File: src/rtl/lmr_pkg.sv
// constants for the line monitor readback register group
package lmr_pkg;
  // register indices; byte address is four times the index
  localparam logic [7:0] LOOP_VOLTAGE_IDX = 8'h4e;
  localparam logic [7:0] LOOP_CURRENT_IDX = 8'h4f;
  localparam logic [7:0] TIP_VOLTAGE_IDX = 8'h50;
  localparam logic [7:0] RING_VOLTAGE_IDX = 8'h51;
  localparam logic [7:0] BATTERY_A_IDX = 8'h52;
  localparam logic [7:0] BATTERY_B_IDX = 8'h53;
  localparam logic [7:0] TRANSISTOR_ONE_IDX = 8'h54;
  localparam logic [7:0] TRANSISTOR_TWO_IDX = 8'h55;
  // control register holding the extended battery feed enable
  localparam logic [7:0] FEED_CTRL_IDX = 8'h60;
  localparam int FEED_ENABLE_BIT = 0;
  // field layout of the signed loop registers
  localparam int SIGN_BIT = 6;
  localparam int MAG_W = 6;
  // reset value of every monitor and control register
  localparam logic [7:0] MONITOR_RESET = 8'h00;
  // axi response codes
  localparam logic [1:0] RESP_OKAY = 2'h0;
  localparam logic [1:0] RESP_DECERR = 2'h3;
endpackage : lmr_pkg

File: src/rtl/lmr_top.sv
// line monitor readback registers behind an axi4-lite slave
//
// Local design decision: the AXI4-Lite register port.
`timescale 1ns/1ns
module lmr_top
  import lmr_pkg::*;
#(
  parameter int ADDR_W = 12
)
(
  input wire logic clk,
  input wire logic rst,
  // measurement converter sample, taken when meas_valid is high
  input wire logic meas_valid,
  input wire logic loop_voltage_sign,
  input wire logic [5:0] loop_voltage_magnitude,
  input wire logic loop_current_sign,
  input wire logic [5:0] loop_current_magnitude,
  input wire logic [7:0] tip_voltage_reading,
  input wire logic [7:0] ring_voltage_reading,
  input wire logic [7:0] battery_reading_a,
  input wire logic [7:0] battery_reading_b,
  input wire logic [7:0] transistor_one_current,
  input wire logic [7:0] transistor_two_current,
  input wire logic [7:0] extended_battery_offset,
  // copy of the feed enable control bit
  output logic extended_battery_feed_enable,
  // axi4-lite slave
  input wire logic [ADDR_W-1:0] s_axi_awaddr,
  input wire logic s_axi_awvalid,
  output logic s_axi_awready,
  input wire logic [31:0] s_axi_wdata,
  input wire logic [3:0] s_axi_wstrb,
  input wire logic s_axi_wvalid,
  output logic s_axi_wready,
  output logic [1:0] s_axi_bresp,
  output logic s_axi_bvalid,
  input wire logic s_axi_bready,
  input wire logic [ADDR_W-1:0] s_axi_araddr,
  input wire logic s_axi_arvalid,
  output logic s_axi_arready,
  output logic [31:0] s_axi_rdata,
  output logic [1:0] s_axi_rresp,
  output logic s_axi_rvalid,
  input wire logic s_axi_rready
);

  // monitor snapshot registers
  logic [7:0] loop_voltage_ff; // sign and magnitude
  logic [7:0] loop_current_ff; // direction and magnitude
  logic [7:0] tip_ff; // tip to ground code
  logic [7:0] ring_ff; // ring to ground code
  logic [7:0] bat_a_ff; // battery code, first copy
  logic [7:0] bat_b_ff; // battery code, second copy
  logic [7:0] q1_ff; // transistor one current
  logic [7:0] q2_ff; // transistor two current
  logic feed_en_ff; // extended battery feed enable
  logic [7:0] nxt_q1; // corrected transistor one code
  logic [7:0] nxt_q2; // corrected transistor two code

  // write channel state
  logic aw_held_ff; // write address taken, waiting for data
  logic [ADDR_W-1:0] awaddr_ff;
  logic w_held_ff; // write data taken, waiting for address
  logic [31:0] wdata_ff;
  logic [3:0] wstrb_ff;
  logic bvalid_ff;
  logic [1:0] bresp_ff;
  logic wr_fire; // both halves present, commit the write
  logic [7:0] wr_idx;

  // read channel state
  logic rvalid_ff;
  logic [31:0] rdata_ff;
  logic [1:0] rresp_ff;
  logic [7:0] rd_idx;
  logic [7:0] rd_val;
  logic rd_hit;

  // strip the offset current, flooring at zero rather than wrapping
  // a wrapped difference would report a near full-scale current for an idle
  // transistor, which is worse than losing the last few counts near zero
  function automatic logic [7:0] lmr_strip(input logic [7:0] raw, input logic [7:0] off,
                                          input logic en);
    if (!en)
      lmr_strip = raw;
    else if (raw > off)
      lmr_strip = raw - off;
    else
      lmr_strip = 8'h00;
  endfunction : lmr_strip

  always_comb
  begin
    nxt_q1 = lmr_strip(transistor_one_current, extended_battery_offset, feed_en_ff);
    nxt_q2 = lmr_strip(transistor_two_current, extended_battery_offset, feed_en_ff);
  end

  // snapshot every reading on the same edge so a read never mixes samples
  always_ff @(posedge clk)
  begin
    if (rst)
    begin
      loop_voltage_ff <= MONITOR_RESET;
      loop_current_ff <= MONITOR_RESET;
      tip_ff <= MONITOR_RESET;
      ring_ff <= MONITOR_RESET;
      bat_a_ff <= MONITOR_RESET;
      bat_b_ff <= MONITOR_RESET;
      q1_ff <= MONITOR_RESET;
      q2_ff <= MONITOR_RESET;
    end
    else if (meas_valid)
    begin
      loop_voltage_ff <= {1'b0, loop_voltage_sign, loop_voltage_magnitude};
      loop_current_ff <= {1'b0, loop_current_sign, loop_current_magnitude};
      tip_ff <= tip_voltage_reading;
      ring_ff <= ring_voltage_reading;
      bat_a_ff <= battery_reading_a;
      bat_b_ff <= battery_reading_b;
      q1_ff <= nxt_q1;
      q2_ff <= nxt_q2;
    end
  end

  // address and data may arrive in either order; each is held until both are in
  assign s_axi_awready = !aw_held_ff && !bvalid_ff;
  assign s_axi_wready = !w_held_ff && !bvalid_ff;
  assign wr_fire = aw_held_ff && w_held_ff && !bvalid_ff;
  assign wr_idx = awaddr_ff[9:2];

  // write address capture
  always_ff @(posedge clk)
  begin
    if (rst)
    begin
      aw_held_ff <= 1'b0;
      awaddr_ff <= '0;
    end
    else if (s_axi_awvalid && s_axi_awready)
    begin
      aw_held_ff <= 1'b1;
      awaddr_ff <= s_axi_awaddr;
    end
    else if (wr_fire)
      aw_held_ff <= 1'b0;
  end

  // write data capture
  always_ff @(posedge clk)
  begin
    if (rst)
    begin
      w_held_ff <= 1'b0;
      wdata_ff <= 32'h0000_0000;
      wstrb_ff <= 4'h0;
    end
    else if (s_axi_wvalid && s_axi_wready)
    begin
      w_held_ff <= 1'b1;
      wdata_ff <= s_axi_wdata;
      wstrb_ff <= s_axi_wstrb;
    end
    else if (wr_fire)
      w_held_ff <= 1'b0;
  end

  // only the control word is writable; monitor words accept and drop the data
  always_ff @(posedge clk)
  begin
    if (rst)
      feed_en_ff <= 1'b0;
    else if (wr_fire && wr_idx == FEED_CTRL_IDX && wstrb_ff[0]
             && awaddr_ff[ADDR_W-1:10] == '0)
      feed_en_ff <= wdata_ff[FEED_ENABLE_BIT];
  end

  // write response: monitor words answer okay, unmapped words decode error
  always_ff @(posedge clk)
  begin
    if (rst)
    begin
      bvalid_ff <= 1'b0;
      bresp_ff <= RESP_OKAY;
    end
    else if (wr_fire)
    begin
      bvalid_ff <= 1'b1;
      if (awaddr_ff[ADDR_W-1:10] == '0 && (wr_idx == FEED_CTRL_IDX
          || (wr_idx >= LOOP_VOLTAGE_IDX && wr_idx <= TRANSISTOR_TWO_IDX)))
        bresp_ff <= RESP_OKAY;
      else
        bresp_ff <= RESP_DECERR;
    end
    else if (s_axi_bready)
      bvalid_ff <= 1'b0;
  end

  assign s_axi_bvalid = bvalid_ff;
  assign s_axi_bresp = bresp_ff;

  // read decode; upper address bits must be zero for a hit
  assign rd_idx = s_axi_araddr[9:2];
  always_comb
  begin
    rd_hit = (s_axi_araddr[ADDR_W-1:10] == '0);
    case (rd_idx)
      LOOP_VOLTAGE_IDX: rd_val = loop_voltage_ff;
      LOOP_CURRENT_IDX: rd_val = loop_current_ff;
      TIP_VOLTAGE_IDX: rd_val = tip_ff;
      RING_VOLTAGE_IDX: rd_val = ring_ff;
      BATTERY_A_IDX: rd_val = bat_a_ff;
      BATTERY_B_IDX: rd_val = bat_b_ff;
      TRANSISTOR_ONE_IDX: rd_val = q1_ff;
      TRANSISTOR_TWO_IDX: rd_val = q2_ff;
      FEED_CTRL_IDX: rd_val = {7'h00, feed_en_ff};
      default:
      begin
        rd_val = 8'h00;
        rd_hit = 1'b0;
      end
    endcase
  end

  // one read in flight; the answer follows the address by one edge
  // read data is frozen at the address edge so a later sample cannot tear it
  assign s_axi_arready = !rvalid_ff;
  always_ff @(posedge clk)
  begin
    if (rst)
    begin
      rvalid_ff <= 1'b0;
      rdata_ff <= 32'h0000_0000;
      rresp_ff <= RESP_OKAY;
    end
    else if (s_axi_arvalid && s_axi_arready)
    begin
      rvalid_ff <= 1'b1;
      rdata_ff <= {24'h00_0000, rd_val};
      rresp_ff <= rd_hit ? RESP_OKAY : RESP_DECERR;
    end
    else if (s_axi_rready)
      rvalid_ff <= 1'b0;
  end

  assign s_axi_rvalid = rvalid_ff;
  assign s_axi_rdata = rdata_ff;
  assign s_axi_rresp = rresp_ff;
  assign extended_battery_feed_enable = feed_en_ff;
endmodule : lmr_top

File: config.mk
export PLATFORM = sky130hd
export DESIGN_NAME = lmr_top
export DESIGN_NICKNAME = d
export VERILOG_FILES = /design/src/rtl/lmr_pkg.sv /design/src/rtl/lmr_top.sv
export SDC_FILE = /design/constraint.sdc
export NUM_CORES = 1
export LEC_CHECK = 0
export BUFFER_PORTS_ARGS = -buffer_cell sky130_fd_sc_hd__buf_4
export CAP_MARGIN = 0
export CELL_PAD_IN_SITES_DETAIL_PLACEMENT = 1
export CELL_PAD_IN_SITES_GLOBAL_PLACEMENT = 1
export CORE_UTILIZATION = 39
export CTS_CLUSTER_DIAMETER = 120
export DETAILED_ROUTE_END_ITERATION = 10
export PLACE_DENSITY_LB_ADDON = 0.08
export SLEW_MARGIN = 5
export SYNTH_ARGS = -nofsm -noshare
export SYNTH_HDL_FRONTEND = slang
export SYNTH_SLANG_ARGS = --single-unit
File: constraint.sdc
create_clock -name clk -period 4.24 [get_ports clk]
set_clock_uncertainty 0.15 [all_clocks]
set_input_delay 0.212 -clock clk [delete_from_list [all_inputs] [get_ports clk]]
set_output_delay 0.212 -clock clk [all_outputs]
set_load 0.01 [all_outputs]
==> flow_metrics.tcl, run 1 <==
set metrics [dict create \
    setup_ws_ps 2080 \
    portBuffers 117 \
    yosysWarnings 0 \
    drc 0 \
    initial_utilization 0.402 \
    status "finished clean" \
    max_freq_mhz 463 \
    area_delta_synth_final_pct 34.7 \
    async_reset_ff_frac 0 \
    crit_path_end_kind "flip-flop" \
    syn_avg_cell_area_um2 8.49 \
    final_nets 910 \
    multiInputGateArea_mm2 0.00290 \
    cts_made_buffers 9 \
    seq_area_mm2 0.00178 \
    detail-route-antenna-nets 0 \
    synth_area_leaders "dfxtp_1 (35%), mux2i_1 (12%), nor2_1 (6.3%)" \
    gp_congestion 0.867 \
    slew_violations 0 \
    clock_latency_ps 350 \
    finalCritPeriodShare 0.509 \
    num_rows 41 \
    clockPowerShare 0.380 \
    slew_headroom 0.393 \
    synth_edf_count 0 \
    core_area_mm2 0.0126 \
    wl_per_cell_um 16.9 \
    setup_tns_ps 0 \
    cp.required_ps 4340 \
    totalWireLength_um 15800 \
    synth_area_mm2 0.00507 \
    yosys.area.top_type_share 0.352 \
    tritoncts "yes" \
    synthCells 597 \
    p_switching_mw 0.596 \
    dieArea_mm2 0.0135 \
    rsz0062_at_grt "no" \
    track_usage 0.247 \
    vdd_drop_max_mv 0.189 \
    routed_via_density 5.10 \
    dp_hpwl_um 10600 \
    ys_seq_elements 89 \
    criticalPathCategory "reg2reg" \
    drive_gt1_frac 0.195 \
    firstDrtPassIters 4 \
    clkTransAtPathRegs_ps 60 \
    min-delay-path-class "in2reg" \
    die_y_um 116 \
    yosysSeqAreaShare 0.352 \
    arrival_ps 2260 \
    htree_num_levels 3 \
    io_pins 180 \
    overflow 0 \
    switching_share 0.272 \
    p_per_area_mw_per_mm2 321 \
    post_cts_buffers 0 \
    synth_ff_type "dfxtp_1" \
    crit_path_start_kind "flip-flop" \
    grt_max_degree 84 \
    cts_buffer_depth 2 \
    preCtsSetupSlack_ps 2050 \
    grt_pass1_wl_um 25200 \
    first_global_vias 4952 \
    antenna_cells 0 \
    final_util 0.541 \
    layout_commonest_cell "buf_4" \
    layout_min_cycle_time_ps 2160 \
    p_leak_nw 3.02 \
    pwr-share-seq 0.419 \
    path_max_fanout 23 \
    p_comb_frac 0.201 \
    cts.sinks 89 \
    synth_top_cell_by_area "dfxtp_1" \
    setup_viol 0 \
    vias 4747 \
    synth_cell_type_count 60 \
    drtIter0Drc 223 \
    final_cell_mix "buf_4 (118), dfxtp_1 (89), nor2_1 (85)" \
    hold_violations 0 \
    fill_cells 1534 \
    tightest_slew_ps 910 \
    p_int_mw 1.59 \
    die_w_um 116 \
    cts-root-buf "clkbuf_16" \
    antenna_found_initial 0 \
    max_cap_viol_count 0 \
]
[worst max-delay path: stages, from the launching register on]
cell	delay, ps
dfxtp_1	900
o21ai_1	230
a21oi_2	390
o21ai_1	120
a311oi_1	270
[cell families after synthesis]
family,share of synthesized area
other cells,0.000740
compound gates,0.182
flops,0.352
simple gates,0.180
xor+xnor,0.00691
mux,0.139
fa+ha+maj,0.0474
buf+inv,0.0933
[power by group through the flow]
stage	clock [mW]	combinational, mW	sequential, mW
6_report	0.832	0.439	0.918
5_1_grt	0.884	0.486	0.923
4_1_cts	0.849	0.437	0.916
3_5_place_dp	0	0.389	0.935
3_3_place_gp	0	0.375	0.932
2_1_floorplan	0	0.266	0.925
[flip-flops by register name (all words and copies together) (netlist names), 8 cells and up]
| signal | count |
|---|---|
| s_axi_rdata | 8 |
| bat_a_ff | 8 |
| q1_ff | 8 |
| ring_ff | 8 |
| bat_b_ff | 8 |
| awaddr_ff | 10 |
| tip_ff | 8 |
| q2_ff | 8 |
[what timing repair did]
action | CTS | global route
hold buffers | 61 | 0
endpoints found under the hold margin | 60 | 0
setup endpoints to repair | 0 | 0
resized for setup | 0 | 0
[Yosys cell counts (3+ instances only)]
master and instances:
a22oi_1 4, inv_1 34, a221oi_1 4, buf_4 30, nor3b_1 3, nor3_1 15, ha_1 16, o21ai_1 6
nand4_1 6, clkbuf_1 13, o21a_1 8, mux4_2 4, dfxtp_1 89, nor4b_1 3, nor2b_1 7, xor2_1 4
nand2b_1 6, or3_1 3, a31oi_1 9, mux2i_1 59, a21oi_1 42, buf_1 5, a211o_1 7, nand3_1 7
a211oi_1 3, buf_2 6, nand2_1 41, o21ai_0 23, and2_1 4, o22ai_1 3, a311oi_1 3, a22o_1 8
nor2_1 85
[layer usage]
| layer | track usage | up-vias | wire [µm] |
|---|---|---|---|
| met5 | 0 | - | 0 |
| met4 | 0.0726 | 0 | 244 |
| li1 | - | 2377 | - |
| met1 | 0.298 | 2257 | 6940 |
| met2 | 0.450 | 94 | 8060 |
| met3 | 0.0387 | 19 | 516 |
[area by class of cell]
type | count | share of cell area
multi-input combinational | 441 | 0.425
sequential | 89 | 0.261
timing repair buffer | 179 | 0.219
clock buffer | 12 | 0.0376
tap | 172 | 0.0315
inverter | 34 | 0.0187
clock inverter | 4 | 0.00751
[stage by stage]
step           power, mW  hold WS [ps]  std cells  instance area [µm²]
4_1_cts             2.20          20.8        931                 6830
3_5_place_dp        1.32           263        854                 5910
3_3_place_gp        1.31           249        854                 5910
2_1_floorplan       1.19           161        620                 5150
6_report            2.19          29.9        931                 6830
5_1_grt             2.29          41.7        931                 6830
[path summary, 6_finish.rpt]
check	start	endpoint	slack, ps	depth (start not counted)
worst max-delay path	extended_battery_feed_enable	q2_ff[6]	2080	4
worst min register to register	awaddr_ff[9]	awaddr_ff[9]	300	2
worst min-delay path	transistor_one_current[6]	q1_ff[6]	30	3
worst max register to register	extended_battery_feed_enable	q2_ff[6]	2080	4
(Power assumes the default switching activity.)
==> run 2, diff against run 1 <==
--- a/config.mk
+++ b/config.mk
@@ -9,7 +9,7 @@
 export CAP_MARGIN = 0
 export CELL_PAD_IN_SITES_DETAIL_PLACEMENT = 1
 export CELL_PAD_IN_SITES_GLOBAL_PLACEMENT = 1
-export CORE_UTILIZATION = 39
+export CORE_UTILIZATION = 33
 export CTS_CLUSTER_DIAMETER = 120
 export DETAILED_ROUTE_END_ITERATION = 10
 export PLACE_DENSITY_LB_ADDON = 0.08
==> constraint.sdc (replaced) <==
create_clock -name clk -period 1.88 [get_ports clk]
set_clock_uncertainty 0.15 [all_clocks]
set_input_delay 0.094 -clock clk [delete_from_list [all_inputs] [get_ports clk]]
set_output_delay 0.094 -clock clk [all_outputs]
set_load 0.01 [all_outputs]
==> flow_metrics.tcl, run 2 (synthesis gave the netlist of run 1 again) <==
set metrics [dict create \
    io_pins 180 \
    dieArea_mm2 0.0159 \
    cts-root-buf "clkbuf_16" \
    finalCritPeriodShare 0.942 \
    drive_gt1_frac 0.230 \
    overflow 0 \
    cts.sinks 89 \
    core_area_mm2 0.0148 \
    portBuffers 117 \
    area_delta_synth_final_pct 42.2 \
    routed_via_density 4.97 \
    detail-route-antenna-nets 0 \
    crit_path_end_kind "flip-flop" \
    p_leak_nw 3.23 \
    cts_made_buffers 9 \
    setup_tns_ps 0 \
    setup_ws_ps 109 \
    hp-start "s_axi_wvalid" \
    first_global_vias 5127 \
    p_per_area_mw_per_mm2 692 \
    track_usage 0.207 \
    initial_utilization 0.343 \
    grt_max_degree 52 \
    rsz0062_at_grt "no" \
    slew_violations 0 \
    drc 0 \
    cts_buffer_depth 2 \
    firstDrtPassIters 4 \
    clock_latency_ps 340 \
    final_nets 951 \
    min-delay-path-class "in2reg" \
    htree_num_levels 3 \
    fin_hold_ws_ps 15.2 \
    hold_violations 0 \
    gp_congestion 0.797 \
    path_max_fanout 4 \
    die_w_um 126 \
    drtIter0Drc 178 \
    layout_min_cycle_time_ps 1770 \
    antenna_cells 0 \
    post_cts_buffers 0 \
    die_y_um 126 \
    wl_per_cell_um 16.2 \
    tritoncts "yes" \
    max_freq_mhz 565 \
    arrival_ps 1830 \
    final_cell_mix "buf_4 (150), dfxtp_1 (89), nor2_1 (85)" \
    antenna_found_initial 0 \
    clkTransAtPathRegs_ps 70 \
    cp-startpoint "s_axi_araddr[6]" \
    num_rows 44 \
    vdd_drop_max_mv 0.424 \
    vias 4894 \
    cp.required_ps 1940 \
    dp_hpwl_um 11600 \
    criticalPathCategory "in2reg" \
    max_cap_viol_count 0 \
    crit_path_start_kind "input pin" \
    largest_register_ffs 10 \
    grt_pass1_wl_um 25900 \
    r2r_start "bat_a_ff[0]" \
    totalWireLength_um 16000 \
    status "finished clean" \
    preCtsSetupSlack_ps -110 \
    largest-register "awaddr_ff" \
    layout_commonest_cell "buf_4" \
    setup_viol 0 \
]
## run 2: cell types whose count changed in the layout (fill, tap and decap cells not counted), sizes merged
cell         previous run  this run
buf                   118       153
dlygate4sd3            61        67
clkbuf                 12         9
inv                    34        36
clkinvlp                1         2
## run 2: routing by layer
| metal | up-vias | routed length (µm) | global-route usage |
|---|---|---|---|
| met5 | - | 0 | 0 |
| li1 | 2454 | - | - |
| met2 | 110 | 7930 | 0.373 |
| met1 | 2314 | 7210 | 0.247 |
| met3 | 16 | 486 | 0.0348 |
| met4 | 0 | 320 | 0.0680 |
## run 2: worst paths after layout
check / endpoint / slack (ps) / cells after the start
max: s_axi_rresp[0] / 110 / 7
min: w_held_ff / 20 / 4
max reg2reg: s_axi_rdata[0] / 220 / 5
min reg2reg: awaddr_ff[9] / 310 / 2
## run 2: timing repair
action                    in CTS  in global routing
resized for setup              0                  0
hold endpoints to repair      65                  0
hold buffers                  67                  0
## run 2: final cells by class
type	count	area, µm²
fillers	1742	7550
multi-input cells	441	2900
repair buffers	220	1860
flip-flops and latches	89	1780
well taps	184	230
clock buffers	9	225
inverters	34	128
clock inverters	7	87.6
## run 2: worst max-delay path, stage by stage
cell and delay (ps):
buf_4 100, nor2b_1 280, nand4b_1 270, buf_4 230, a311oi_1 190, dlygate4sd3_1 590
a211oi_1 80
## run 2: power by group
group / internal [mW] / switching, mW
combinational: 0.550 / 0.513
sequential: 2.00 / 0.0707
clock: 1.05 / 0.802
## run 2: stage by stage
step / util / power [mW] / cell area, µm² / std cells
2_1_floorplan: - / 2.69 / 5150 / 620
3_3_place_gp: 0.422 / 3.03 / 6220 / 901
3_5_place_dp: 0.422 / 3.06 / 6220 / 901
4_1_cts: 0.489 / 5.05 / 7210 / 984
5_1_grt: 0.489 / 5.24 / 7210 / 984
6_report: 0.489 / 4.99 / 7210 / 984
